**config.mk**
```make
export PLATFORM = sky130hd
export DESIGN_NAME = crsf_regs
export DESIGN_NICKNAME = d
export VERILOG_FILES = /design/src/crsf_pkg.sv /design/src/crsf_regs.sv
export SDC_FILE = /design/constraint.sdc
export NUM_CORES = 1
export LEC_CHECK = 0
export BUFFER_PORTS_ARGS = -buffer_cell sky130_fd_sc_hd__buf_4
export CAP_MARGIN = 25
export CORE_MARGIN = 4
export CORE_UTILIZATION = 47
export CTS_CLUSTER_DIAMETER = 40
export DETAILED_ROUTE_END_ITERATION = 7
export PLACE_DENSITY_LB_ADDON = 0.12
export SETUP_SLACK_MARGIN = 0.15
export SLEW_MARGIN = 20
export SYNTH_ARGS = -nofsm -noshare
export SYNTH_HDL_FRONTEND = slang
export SYNTH_SLANG_ARGS = --single-unit
```
**constraint.sdc**
```tcl
create_clock -name clk -period 6.6 [get_ports clk]
set_input_delay 0.66 -clock clk [delete_from_list [all_inputs] [get_ports clk]]
set_output_delay 0.66 -clock clk [all_outputs]
set_load 0.02 [all_outputs]
```
**src/crsf_pkg.sv**
```systemverilog
package crsf_pkg;

  // register selector; on the bus the byte offset is four times the selector
  localparam logic [3:0] SEL_DATA0 = 4'h0;
  localparam logic [3:0] SEL_DATA1 = 4'h1;
  localparam logic [3:0] SEL_DATA2 = 4'h2;
  localparam logic [3:0] SEL_DATA3 = 4'h3;
  localparam logic [3:0] SEL_ADDR0 = 4'h4;
  localparam logic [3:0] SEL_ADDR1 = 4'h5;
  localparam logic [3:0] SEL_FRAME  = 4'h6;
  localparam logic [3:0] SEL_PROG   = 4'h7;
  localparam logic [3:0] SEL_VTB    = 4'h8;
  localparam logic [3:0] SEL_USTACK = 4'h9;
  localparam logic [3:0] SEL_ISTACK = 4'ha;
  localparam logic [3:0] SEL_STATIC = 4'hb;
  localparam logic [3:0] SEL_FLAGS = 4'hc;
  localparam logic [3:0] SEL_SP    = 4'hd;

  // flag bit positions
  localparam int FLAG_C   = 0;
  localparam int FLAG_D   = 1;
  localparam int FLAG_Z   = 2;
  localparam int FLAG_S   = 3;
  localparam int FLAG_B   = 4;
  localparam int FLAG_O   = 5;
  localparam int FLAG_I   = 6;
  localparam int FLAG_U   = 7;
  localparam int PRIO_LSB = 12;
  localparam int PRIO_W   = 3;

  localparam logic [15:0] FLAGS_WMASK = 16'h70ff;
  localparam logic [15:0] FLAGS_RESET = 16'h0000;
  localparam logic [15:0] REG_RESET   = 16'h0000;
  localparam logic [19:0] PROG_RESET  = 20'h00000;
  localparam logic [19:0] VTB_RESET   = 20'h00000;
  localparam logic [5:0]  SWINT_U_MAX = 6'h1f;

  typedef enum logic [1:0] {
    SZ_WORD = 2'h0,
    SZ_LOW  = 2'h1,
    SZ_HIGH = 2'h2,
    SZ_LONG = 2'h3
  } crsf_size_t;

  typedef enum logic [1:0] {
    BUS_IDLE = 2'b01,
    BUS_ACK  = 2'b10
  } crsf_bus_state_t;

  typedef struct packed {
    logic        en;
    logic [3:0]  sel;
    crsf_size_t  size;
    logic [31:0] data;
  } crsf_access_t;

  typedef struct packed {
    logic        updC;
    logic        updZS;
    logic        updO;
    logic        carry;
    logic        overflow;
    logic        isByte;
    logic [15:0] result;
  } crsf_alu_t;

  typedef struct packed {
    logic       hwAck;
    logic       stepAck;
    logic       swInt;
    logic [5:0] swNum;
    logic       instrDone;
  } crsf_event_t;

  typedef struct packed {
    logic       req;
    logic [2:0] prio;
    logic       maskable;
  } crsf_irq_t;

endpackage

```
**src/crsf_regs.sv**
```systemverilog
// Local design decisions: the register offsets and the Avalon-MM register port.
module crsf_regs
  import crsf_pkg::*;
(
  // clock and reset
  input  wire logic        clk,
  input  wire logic        reset,
  // avalon-mm slave
  input  wire logic [5:0]  address,
  input  wire logic        read,
  input  wire logic        write,
  input  wire logic [31:0] writedata,
  output logic      [31:0] readdata,
  output logic             waitrequest,
  // datapath access
  input  wire crsf_access_t dpRd,
  output logic      [31:0] dpRdData,
  input  wire crsf_access_t dpWr,
  // alu and interrupt events
  input  wire crsf_alu_t   alu,
  input  wire crsf_event_t ev,
  input  wire crsf_irq_t   irq,
  output logic             irqAccept,
  output logic             stepIrq,
  // architectural state
  output logic      [19:0] programCounter,
  output logic      [15:0] processorFlags
);

  logic [15:0]     dataReg [2][4];
  logic [15:0]     addrReg [2][2];
  logic [15:0]     frameBase [2];
  logic [19:0]     vectorTableBase;
  logic [15:0]     userStackPtr;
  logic [15:0]     irqStackPtr;
  logic [15:0]     staticBase;
  logic            bankSel;
  logic [15:0]     activeSp;
  crsf_access_t    wr;
  crsf_access_t    busWr;
  crsf_bus_state_t busState;
  logic            busTake;
  logic [15:0]     next_flags;

  function automatic logic [15:0] merge(input logic [15:0] old, input crsf_size_t size,
                                        input logic [31:0] data);
    case (size)
      SZ_LOW:  merge = {old[15:8], data[7:0]};
      SZ_HIGH: merge = {data[7:0], old[7:0]};
      default: merge = data[15:0];
    endcase
  endfunction

  // write strobe for one selector; the decode is shared by the unbanked registers except the flags
  function automatic logic hits(input crsf_access_t a, input logic [3:0] sel);
    hits = a.en && (a.sel == sel);
  endfunction

  // new value of a 16-bit half that may also be the upper half of a pair
  function automatic logic [15:0] nextHalf(input logic [15:0] old, input crsf_access_t a,
                                           input logic [3:0] self, input logic paired,
                                           input logic [3:0] low);
    nextHalf = old;
    if (a.en && a.sel == self)
      nextHalf = merge(old, a.size, a.data);
    else if (paired && a.en && a.size == SZ_LONG && a.sel == low)
      nextHalf = a.data[31:16];
  endfunction

  function automatic logic [31:0] part(input logic [15:0] v, input crsf_size_t size);
    case (size)
      SZ_LOW:  part = {24'h000000, v[7:0]};
      SZ_HIGH: part = {24'h000000, v[15:8]};
      default: part = {16'h0000, v};
    endcase
  endfunction

  function automatic logic [31:0] readReg(input logic [3:0] sel, input crsf_size_t size);
    case (sel)
      SEL_DATA0: readReg = (size == SZ_LONG) ? {dataReg[bankSel][2], dataReg[bankSel][0]}
                                             : part(dataReg[bankSel][0], size);
      SEL_DATA1: readReg = (size == SZ_LONG) ? {dataReg[bankSel][3], dataReg[bankSel][1]}
                                             : part(dataReg[bankSel][1], size);
      SEL_DATA2: readReg = {16'h0000, dataReg[bankSel][2]};
      SEL_DATA3: readReg = {16'h0000, dataReg[bankSel][3]};
      SEL_ADDR0: readReg = (size == SZ_LONG) ? {addrReg[bankSel][1], addrReg[bankSel][0]}
                                             : {16'h0000, addrReg[bankSel][0]};
      SEL_ADDR1: readReg = {16'h0000, addrReg[bankSel][1]};
      SEL_FRAME:  readReg = {16'h0000, frameBase[bankSel]};
      SEL_PROG:   readReg = {12'h000, programCounter};
      SEL_VTB:    readReg = {12'h000, vectorTableBase};
      SEL_USTACK: readReg = {16'h0000, userStackPtr};
      SEL_ISTACK: readReg = {16'h0000, irqStackPtr};
      SEL_STATIC: readReg = {16'h0000, staticBase};
      SEL_FLAGS: readReg = {16'h0000, processorFlags & FLAGS_WMASK};
      SEL_SP:    readReg = {16'h0000, activeSp};
      default:   readReg = 32'h00000000;
    endcase
  endfunction

  assign bankSel = processorFlags[FLAG_B];
  assign activeSp = processorFlags[FLAG_U] ? userStackPtr : irqStackPtr;

  // bus slave: one wait cycle, then the answer; a datapath write stalls a bus write
  assign busTake = (busState == BUS_ACK) && write && !dpWr.en;
  assign waitrequest = !((busState == BUS_ACK) && !(write && dpWr.en));

  always_comb
  begin
    busWr.en   = busTake && (address[1:0] == 2'h0);
    busWr.sel  = address[5:2];
    busWr.size = SZ_WORD;
    busWr.data = writedata;
    wr = dpWr.en ? dpWr : busWr;
  end

  always_ff @(posedge clk)
  begin
    if (reset)
      busState <= BUS_IDLE;
    else
    begin
      case (busState)
        BUS_IDLE: if (read || write) busState <= BUS_ACK;
        BUS_ACK:  if (!waitrequest) busState <= BUS_IDLE;
        default:  busState <= BUS_IDLE;
      endcase
    end
  end

  // read data captured on entry to the answer cycle, stands until next read
  always_ff @(posedge clk)
  begin
    if (reset)
      readdata <= 32'h00000000;
    else if (busState == BUS_IDLE && read)
      readdata <= (address[1:0] == 2'h0) ? readReg(address[5:2], SZ_WORD) : 32'h00000000;
  end

  always_ff @(posedge clk)
  begin
    if (reset)
      dpRdData <= 32'h00000000;
    else if (dpRd.en)
      dpRdData <= readReg(dpRd.sel, dpRd.size);
  end

  // banked registers: a bank takes writes only while the bank flag names it,
  // so the idle bank keeps a whole context for a fast switch
  for (genvar b = 0; b < 2; b++)
  begin : g_bank
    for (genvar i = 0; i < 4; i++)
    begin : g_data
      always_ff @(posedge clk)
      begin
        if (reset)
          dataReg[b][i] <= REG_RESET;
        else if (bankSel == 1'(b))
          dataReg[b][i] <= nextHalf(dataReg[b][i], wr, SEL_DATA0 + 4'(i), i >= 2,
                                    SEL_DATA0 + 4'(i % 2));
      end
    end

    always_ff @(posedge clk)
    begin
      if (reset)
        addrReg[b][0] <= REG_RESET;
      else if (bankSel == 1'(b))
        addrReg[b][0] <= nextHalf(addrReg[b][0], wr, SEL_ADDR0, 1'b0, SEL_ADDR0);
    end

    // upper half of the long address pair
    always_ff @(posedge clk)
    begin
      if (reset)
        addrReg[b][1] <= REG_RESET;
      else if (bankSel == 1'(b))
        addrReg[b][1] <= nextHalf(addrReg[b][1], wr, SEL_ADDR1, 1'b1, SEL_ADDR0);
    end

    always_ff @(posedge clk)
    begin
      if (reset)
        frameBase[b] <= REG_RESET;
      else if (bankSel == 1'(b))
        frameBase[b] <= nextHalf(frameBase[b], wr, SEL_FRAME, 1'b0, SEL_FRAME);
    end
  end

  // shared registers, untouched by the bank flag
  always_ff @(posedge clk)
  begin
    if (reset)
      programCounter <= PROG_RESET;
    else if (hits(wr, SEL_PROG))
      programCounter <= wr.data[19:0];
  end

  // the table base moves only on an explicit write, never on an interrupt
  always_ff @(posedge clk)
  begin
    if (reset)
      vectorTableBase <= VTB_RESET;
    else if (hits(wr, SEL_VTB))
      vectorTableBase <= wr.data[19:0];
  end

  always_ff @(posedge clk)
  begin
    if (reset)
      staticBase <= REG_RESET;
    else if (hits(wr, SEL_STATIC))
      staticBase <= merge(staticBase, wr.size, wr.data);
  end

  // the stack alias follows the select flag as it stands before this write,
  // so an acknowledge in the same cycle does not redirect it
  always_ff @(posedge clk)
  begin
    if (reset)
      userStackPtr <= REG_RESET;
    else if (hits(wr, SEL_USTACK) || (hits(wr, SEL_SP) && processorFlags[FLAG_U]))
      userStackPtr <= merge(userStackPtr, wr.size, wr.data);
  end

  always_ff @(posedge clk)
  begin
    if (reset)
      irqStackPtr <= REG_RESET;
    else if (hits(wr, SEL_ISTACK) || (hits(wr, SEL_SP) && !processorFlags[FLAG_U]))
      irqStackPtr <= merge(irqStackPtr, wr.size, wr.data);
  end

  // flags: write, then alu, then interrupt clears, which win over all
  always_comb
  begin
    next_flags = processorFlags;
    if (wr.en && wr.sel == SEL_FLAGS)
      next_flags = merge(processorFlags, wr.size, wr.data);
    if (alu.updC)
      next_flags[FLAG_C] = alu.carry;
    if (alu.updZS)
    begin
      next_flags[FLAG_Z] = alu.isByte ? (alu.result[7:0] == 8'h00)
                                      : (alu.result == 16'h0000);
      next_flags[FLAG_S] = alu.isByte ? alu.result[7] : alu.result[15];
    end
    if (alu.updO)
      next_flags[FLAG_O] = alu.overflow;
    if (ev.hwAck)
    begin
      next_flags[FLAG_I] = 1'b0;
      next_flags[FLAG_U] = 1'b0;
    end
    if (ev.stepAck)
    begin
      next_flags[FLAG_D] = 1'b0;
      next_flags[FLAG_I] = 1'b0;
    end
    if (ev.swInt)
    begin
      next_flags[FLAG_I] = 1'b0;
      if (ev.swNum <= SWINT_U_MAX)
        next_flags[FLAG_U] = 1'b0;
    end
    next_flags = next_flags & FLAGS_WMASK;
  end

  always_ff @(posedge clk)
  begin
    if (reset)
      processorFlags <= FLAGS_RESET;
    else
      processorFlags <= next_flags;
  end

  // non-maskable requests bypass the enable bit but not the level
  assign irqAccept = irq.req && (irq.prio > processorFlags[PRIO_LSB +: PRIO_W])
                     && (!irq.maskable || processorFlags[FLAG_I]);
  assign stepIrq = processorFlags[FLAG_D] && ev.instrDone;

endmodule // crsf_regs

```
==> reports/results.ini, run 1 <==
[run_status]
status = complete, but fails checks
violations = DRC

[floorplanning]
die-width_microns = 216.2
placementRows = 76
coreArea_sq_um = 42980
initial_utilization_pct = 47.39
die_height_microns = 216.2
dieArea_sq_um = 46730
pin_count = 260

[drt]
ant_nets = 0
wl_per_cell_microns = 30.27
drcViolationCount = 4
drtIter0Drc = 2856
met3_length_microns = 9942
wl_met1_microns = 34280
top_layer = met5
wl_microns = 83980
met2_length_microns = 35730
drtPass1Iterations = 8
via_per_inst = 6.541
vias = 18144

[synth]
yosysMostFrequentCell = nor2_1
synth-warning-count = 0
synth_flop_cell = edfxtp_1
synth_area_leaders = edfxtp_1 (33%), dfxtp_1 (15%), mux2i_1 (8.2%)
synth_area_per_cell_sq_um = 10.15
synth_edf_count = 224
syn_inst = 2006
async_flop_share_pct = 0
synth_area_sq_um = 20370
synth.distinct_cells = 90
synth_top_area_share_pct = 33.02
synth_seq_cells = 378
yosysSeqAreaShare_pct = 48.16
synth_common_cells = nor2_1 (318), edfxtp_1 (224), mux2i_1 (167), dfxtp_1 (154), o22ai_1 (133)
yosysTopAreaCell = edfxtp_1

[worst_hold_path]
min-delay-start = ev[8]
worstHoldPathType = in -> reg

[clocking]
postCtsHoldBufs = 0
post_cts_buffers = 0
htree_levels = 2
cts.clk_slew.worst_paths_ps = 60
clock-sinks = 378
clock_path_buffers = 3
root_buffer = clkbuf_16
cts-resized-gates = 0
insertion_delay_ps = 620
cts_tree = built
numCtsBuffers = 57

[power]
p_leak_uw = 0.008360
vdd_drop_max_mv = 0.2126
p_total_uw = 6488
p_per_area_nw_per_um2 = 268.8

[sta]
tightest_slew_ps = 1235
finalHoldViolations = 0
fin_skew_ps = 14.49
fin_setup_tns_ps = 0
min_period_ps = 3579
finalSetupViolCount = 0
post-route-period-util_pct = 54.22
slew_violations = 0
fmax_mhz = 279.4
rsz0062_at_grt = no
slew_headroom_pct = 17.46

[critical_path]
worstSetupPathType = reg -> reg
critPathMaxStageDelay_ps = 810
path_buf_inv = 1
critPathLaunchType = flip-flop
path_common_cell = a2111oi_0
cp_top_family = compound AO/OA/AOI/OAI gates
cp_cell_sequence = buf_12, mux2i_1, a2111oi_0, a2111oi_0, nand3_1, a22o_1
cp_max_fo = 56
worst_ep_arrival_time_ps = 4090
slowest_stage = a2111oi_0
crit_required_ps = 7110
cp-end-kind = flip-flop

[global_routing]
grt_use_total_pct = 34.46
grt_pass1_vias = 16921
antenna_found_initial = 1
grt_first_pass_wirelength_microns = 118800
globalRouteOverflowTotal = 0
grt_max_degree = 97

[final_layout]
multi_input_comb_area_sq_um = 9677
final_core_util_pct = 56.15
syn2layout_area_growth_pct = 18.50
regArea_sq_um = 9813
fill_cells = 3793
antennaDiodeCount = 0
drive_gt1_share_pct = 19.96
nets = 2308

[flow_run]
cap_violations = 0

[place]
gp_congestion = 1.052
numPortBuffers = 205
hpwl_microns = 62080

## placed cells by master, fill, tap and decap left out, types with 18 or more instances in the layout
cell type,count
mux2_2,49
nor2b_1,24
clkbuf_16,57
nor2_1,318
o22ai_1,133
nand3_1,18
dfxtp_1,153
mux2i_1,167
a22o_1,22
edfxtp_1,224
nand2b_1,31
o21ai_0,43
a221oi_1,19
inv_1,30
nand2_1,124
a21oi_1,45
a22oi_1,35
a211oi_1,74
buf_4,233
## report_power, final
group / leakage, uW / internal (uW) / switching (uW)
registers: 0.00354 / 2570 / 40.2
logic: 0.00386 / 210 / 517
clock network: 0.000962 / 1950 / 1210
## logic make-up (layout without fill, tap and decap cells)
logic type / after synthesis / after routing / share of synthesized area (%)
AOI/OAI and AO/OA: 533 / 533 / 19.08
other: 1 / 17 / 0.01841
DFF: 378 / 378 / 48.16
muxes: 219 / 219 / 11.14
adders and majority gates: 9 / 9 / 0.5529
buffers and inverters: 206 / 373 / 4.896
and+or+nand+nor: 660 / 660 / 16.16
## final cells by class
| class | instances | area share, % |
|---|---|---|
| inverters | 31 | 0.4821 |
| clock buffers | 66 | 6.257 |
| repair buffers | 236 | 7.439 |
| well taps | 585 | 3.033 |
| clock inverters | 40 | 2.037 |
| flip-flops and latches | 378 | 40.66 |
| multi-input cells | 1438 | 40.09 |
## state kept, by name, summed over array words and instances, names as in the netlist, named ones only
register         count
processorFlags      11
irqStackPtr         16
staticBase          16
programCounter      20
userStackPtr        16
busState             2
frameBase           32
addrReg             64
readdata            20
dpRdData            32
vectorTableBase     20
dataReg            128
## layer usage
layer	vias up	GRT usage [%]
met5	-	0
met4	2	14.23
met3	204	9.058
met2	1212	50.71
met1	8805	48.48
li1	7921	-
## final timing paths
kind | slack, ps | cells after the start | to
hold / removal | 230 | 2 | processorFlags[1]
setup reg to reg | 3020 | 6 | readdata[8]
hold reg to reg | 460 | 2 | readdata[15]
setup / recovery | 3020 | 6 | readdata[8]
## through the flow
step | std cells | setup WS [ps] | instance area (sq um) | hold slack, ps
after floorplan | 2022 | 3278 | 20430 | 449.8
after detailed placement | 2667 | 2661 | 22120 | 456.8
after global routing | 2774 | 2948 | 24140 | 247.2
after global placement | 2665 | 2681 | 22100 | 443.5
after CTS | 2773 | 3313 | 24120 | 223.4
final | 2774 | 3021 | 24140 | 230.3
(Power assumes the default switching activity.)
==> run 2: changes to the inputs <==
==> constraint.sdc (replaced) <==
create_clock -name clk -period 3.1 [get_ports clk]
set_input_delay 0.31 -clock clk [delete_from_list [all_inputs] [get_ports clk]]
set_output_delay 0.31 -clock clk [all_outputs]
set_load 0.02 [all_outputs]
==> reports/results.ini, run 2 (synthesis gave the netlist of run 1 again) <==
[run_status]
status = completed  ; was complete, but fails checks

[place]
numPortBuffers = 205  ; unchanged
place_ws_ps = 288.7  ; was 2661 ps
hpwl_microns = 69160  ; was 62080 microns
gp_congestion = 1.044  ; was 1.052

[final_layout]
antennaDiodeCount = 0  ; unchanged
top_regs = dataReg (128), addrReg (64)  ; unchanged
syn2layout_area_growth_pct = 24.93  ; was 18.50%
layout_commonest_cell = buf_4  ; was nor2_1
regMostFlops = dataReg  ; unchanged
largest_reg_flops = 128  ; unchanged
final_cell_mix = buf_4 (400), nor2_1 (318), edfxtp_1 (224)  ; was nor2_1 (318), buf_4 (233), edfxtp_1 (224)
drive_gt1_share_pct = 25.55  ; was 19.96%
nets = 2485  ; was 2308

[global_routing]
globalRouteOverflowTotal = 0  ; unchanged
antenna_found_initial = 0  ; was 1
grt_max_degree = 59  ; was 97
grt_first_pass_wirelength_microns = 127000  ; was 118800 microns
grt_use_total_pct = 37.05  ; was 34.46%
grt_pass1_vias = 17987  ; was 16921

[clocking]
cts_tree = built  ; unchanged
insertion_delay_ps = 650  ; was 620 ps
clock-sinks = 378  ; unchanged
clock_path_buffers = 3  ; unchanged
cts.clk_slew.worst_paths_ps = 60  ; about the same
htree_levels = 2  ; unchanged
numCtsBuffers = 56  ; was 57
root_buffer = clkbuf_16  ; unchanged

[critical_path]
cp-end-kind = flip-flop  ; unchanged
worstSetupPathType = reg -> reg  ; unchanged
crit_required_ps = 3650  ; was 7110 ps
critPathLaunchType = flip-flop  ; unchanged
worst_ep_arrival_time_ps = 3420  ; was 4090 ps
rrSetupSlack_ps = 230  ; was 3020 ps
cp_max_fo = 18  ; was 56

[floorplanning]
pin_count = 260  ; unchanged
dieArea_sq_um = 46730  ; unchanged
initial_utilization_pct = 47.39  ; unchanged
placementRows = 76  ; unchanged
die-width_microns = 216.2  ; unchanged
coreArea_sq_um = 42980  ; unchanged
die_height_microns = 216.2  ; unchanged

[sta]
rsz0062_at_grt = no  ; unchanged
worst_hold_slack_ps = 36.22  ; was 230.3 ps
slew_headroom_pct = 12.30  ; was 17.46%
tightest_slew_ps = 1282  ; was 1235 ps
finalHoldViolations = 0  ; unchanged
layout_setup_ws_ps = 227.7  ; was 3021 ps
slew_violations = 0  ; unchanged
post-route-period-util_pct = 92.66  ; was 54.22%
finalSetupViolCount = 0  ; unchanged
fin_skew_ps = 48.35  ; was 14.49 ps
fin_setup_tns_ps = 0  ; unchanged
fmax_mhz = 348.2  ; was 279.4 MHz
min_period_ps = 2872  ; was 3579 ps

[drt]
vias = 19317  ; was 18144
ant_nets = 0  ; unchanged
drtIter0Drc = 2963  ; was 2856
via_per_inst = 6.550  ; was 6.541
drcViolationCount = 0  ; was 4
wl_microns = 90230  ; was 83980 microns
wl_per_cell_microns = 30.60  ; was 30.27 microns
drtPass1Iterations = 8  ; unchanged

[power]
vdd_drop_max_mv = 0.4619  ; was 0.2126 mV
p_per_area_nw_per_um2 = 539.9  ; was 268.8 nW/um^2
p_leak_uw = 0.009167  ; was 0.008360 uW
p_total_uw = 13740  ; was 6488 uW

[flow_run]
cap_violations = 0  ; unchanged

[worst_hold_path]
worstHoldPathType = in -> reg  ; unchanged

==> run 2: cell types whose count changed in the layout (fill, tap and decap cells not counted), moves of 3 or more <==
cell,before,now
buf_4,233,400
dlygate4sd3_1,0,10
clkinv_2,3,8
clkbuf_8,5,1
inv_6,13,10
==> run 2: timing repair <==
| item | in CTS | in global routing |
|---|---|---|
| setup buffers | 0 | 0 |
| hold buffers | 10 | 0 |
| hold endpoints to repair | 9 | 0 |
| gates resized for setup | 0 | 1 |
| setup endpoints to repair | 0 | 1 |
==> run 2: cell type report <==
type / count / area [sq um]
clock buffer: 61 / 1430
clock inverter: 42 / 495.5
fill: 3771 / 17530
inverter: 31 / 116.4
multi-input combinational: 1438 / 9686
sequential: 378 / 9813
tap: 585 / 732.0
timing repair buffer: 414 / 3174
==> run 2: final timing paths <==
| path | start | end | cells after the start |
|---|---|---|---|
| hold reg to reg | dpRdData[27] | dpRdData[27] | 2 |
| setup / recovery | flip-flop | readdata[8] | 7 |
| hold / removal | write | busState[1] | 3 |
| setup reg to reg | flip-flop | readdata[8] | 7 |
==> run 2: per-stage QoR <==
step	cell area [sq um]	instances	utilization (%)
5_1_grt	25450	2949	59.20
6_report	25450	2949	59.20
3_5_place_dp	23410	2835	54.47
2_1_floorplan	20440	2022	-
3_3_place_gp	23400	2835	54.45
4_1_cts	25440	2948	59.18
==> run 2: report_power, final <==
group | total [uW] | switching, uW | leakage (uW) | internal, uW
registers | 5550 | 87.0 | 0.00354 | 5470
clock network | 6470 | 2570 | 0.000925 | 3900
logic | 1720 | 1160 | 0.00470 | 559
==> run 2: layer usage <==
metal  routed length (microns)  up-vias  global-route usage (%)
li1                          -     8284                       -
met1                     37260     9489                   52.96
met2                     37760     1319                   53.98
met3                     10380      223                   8.413
met4                      4746        2                   16.39
met5                        80        -                       0
==> run 2: worst max-delay path, stage by stage, from the launching register on <==
cell       delay, ps
dfxtp_4          550
mux2i_1          140
buf_4            180
a2111oi_0       1110
a2111oi_1        290
buf_4            240
nand3_1          100
a22o_1           130
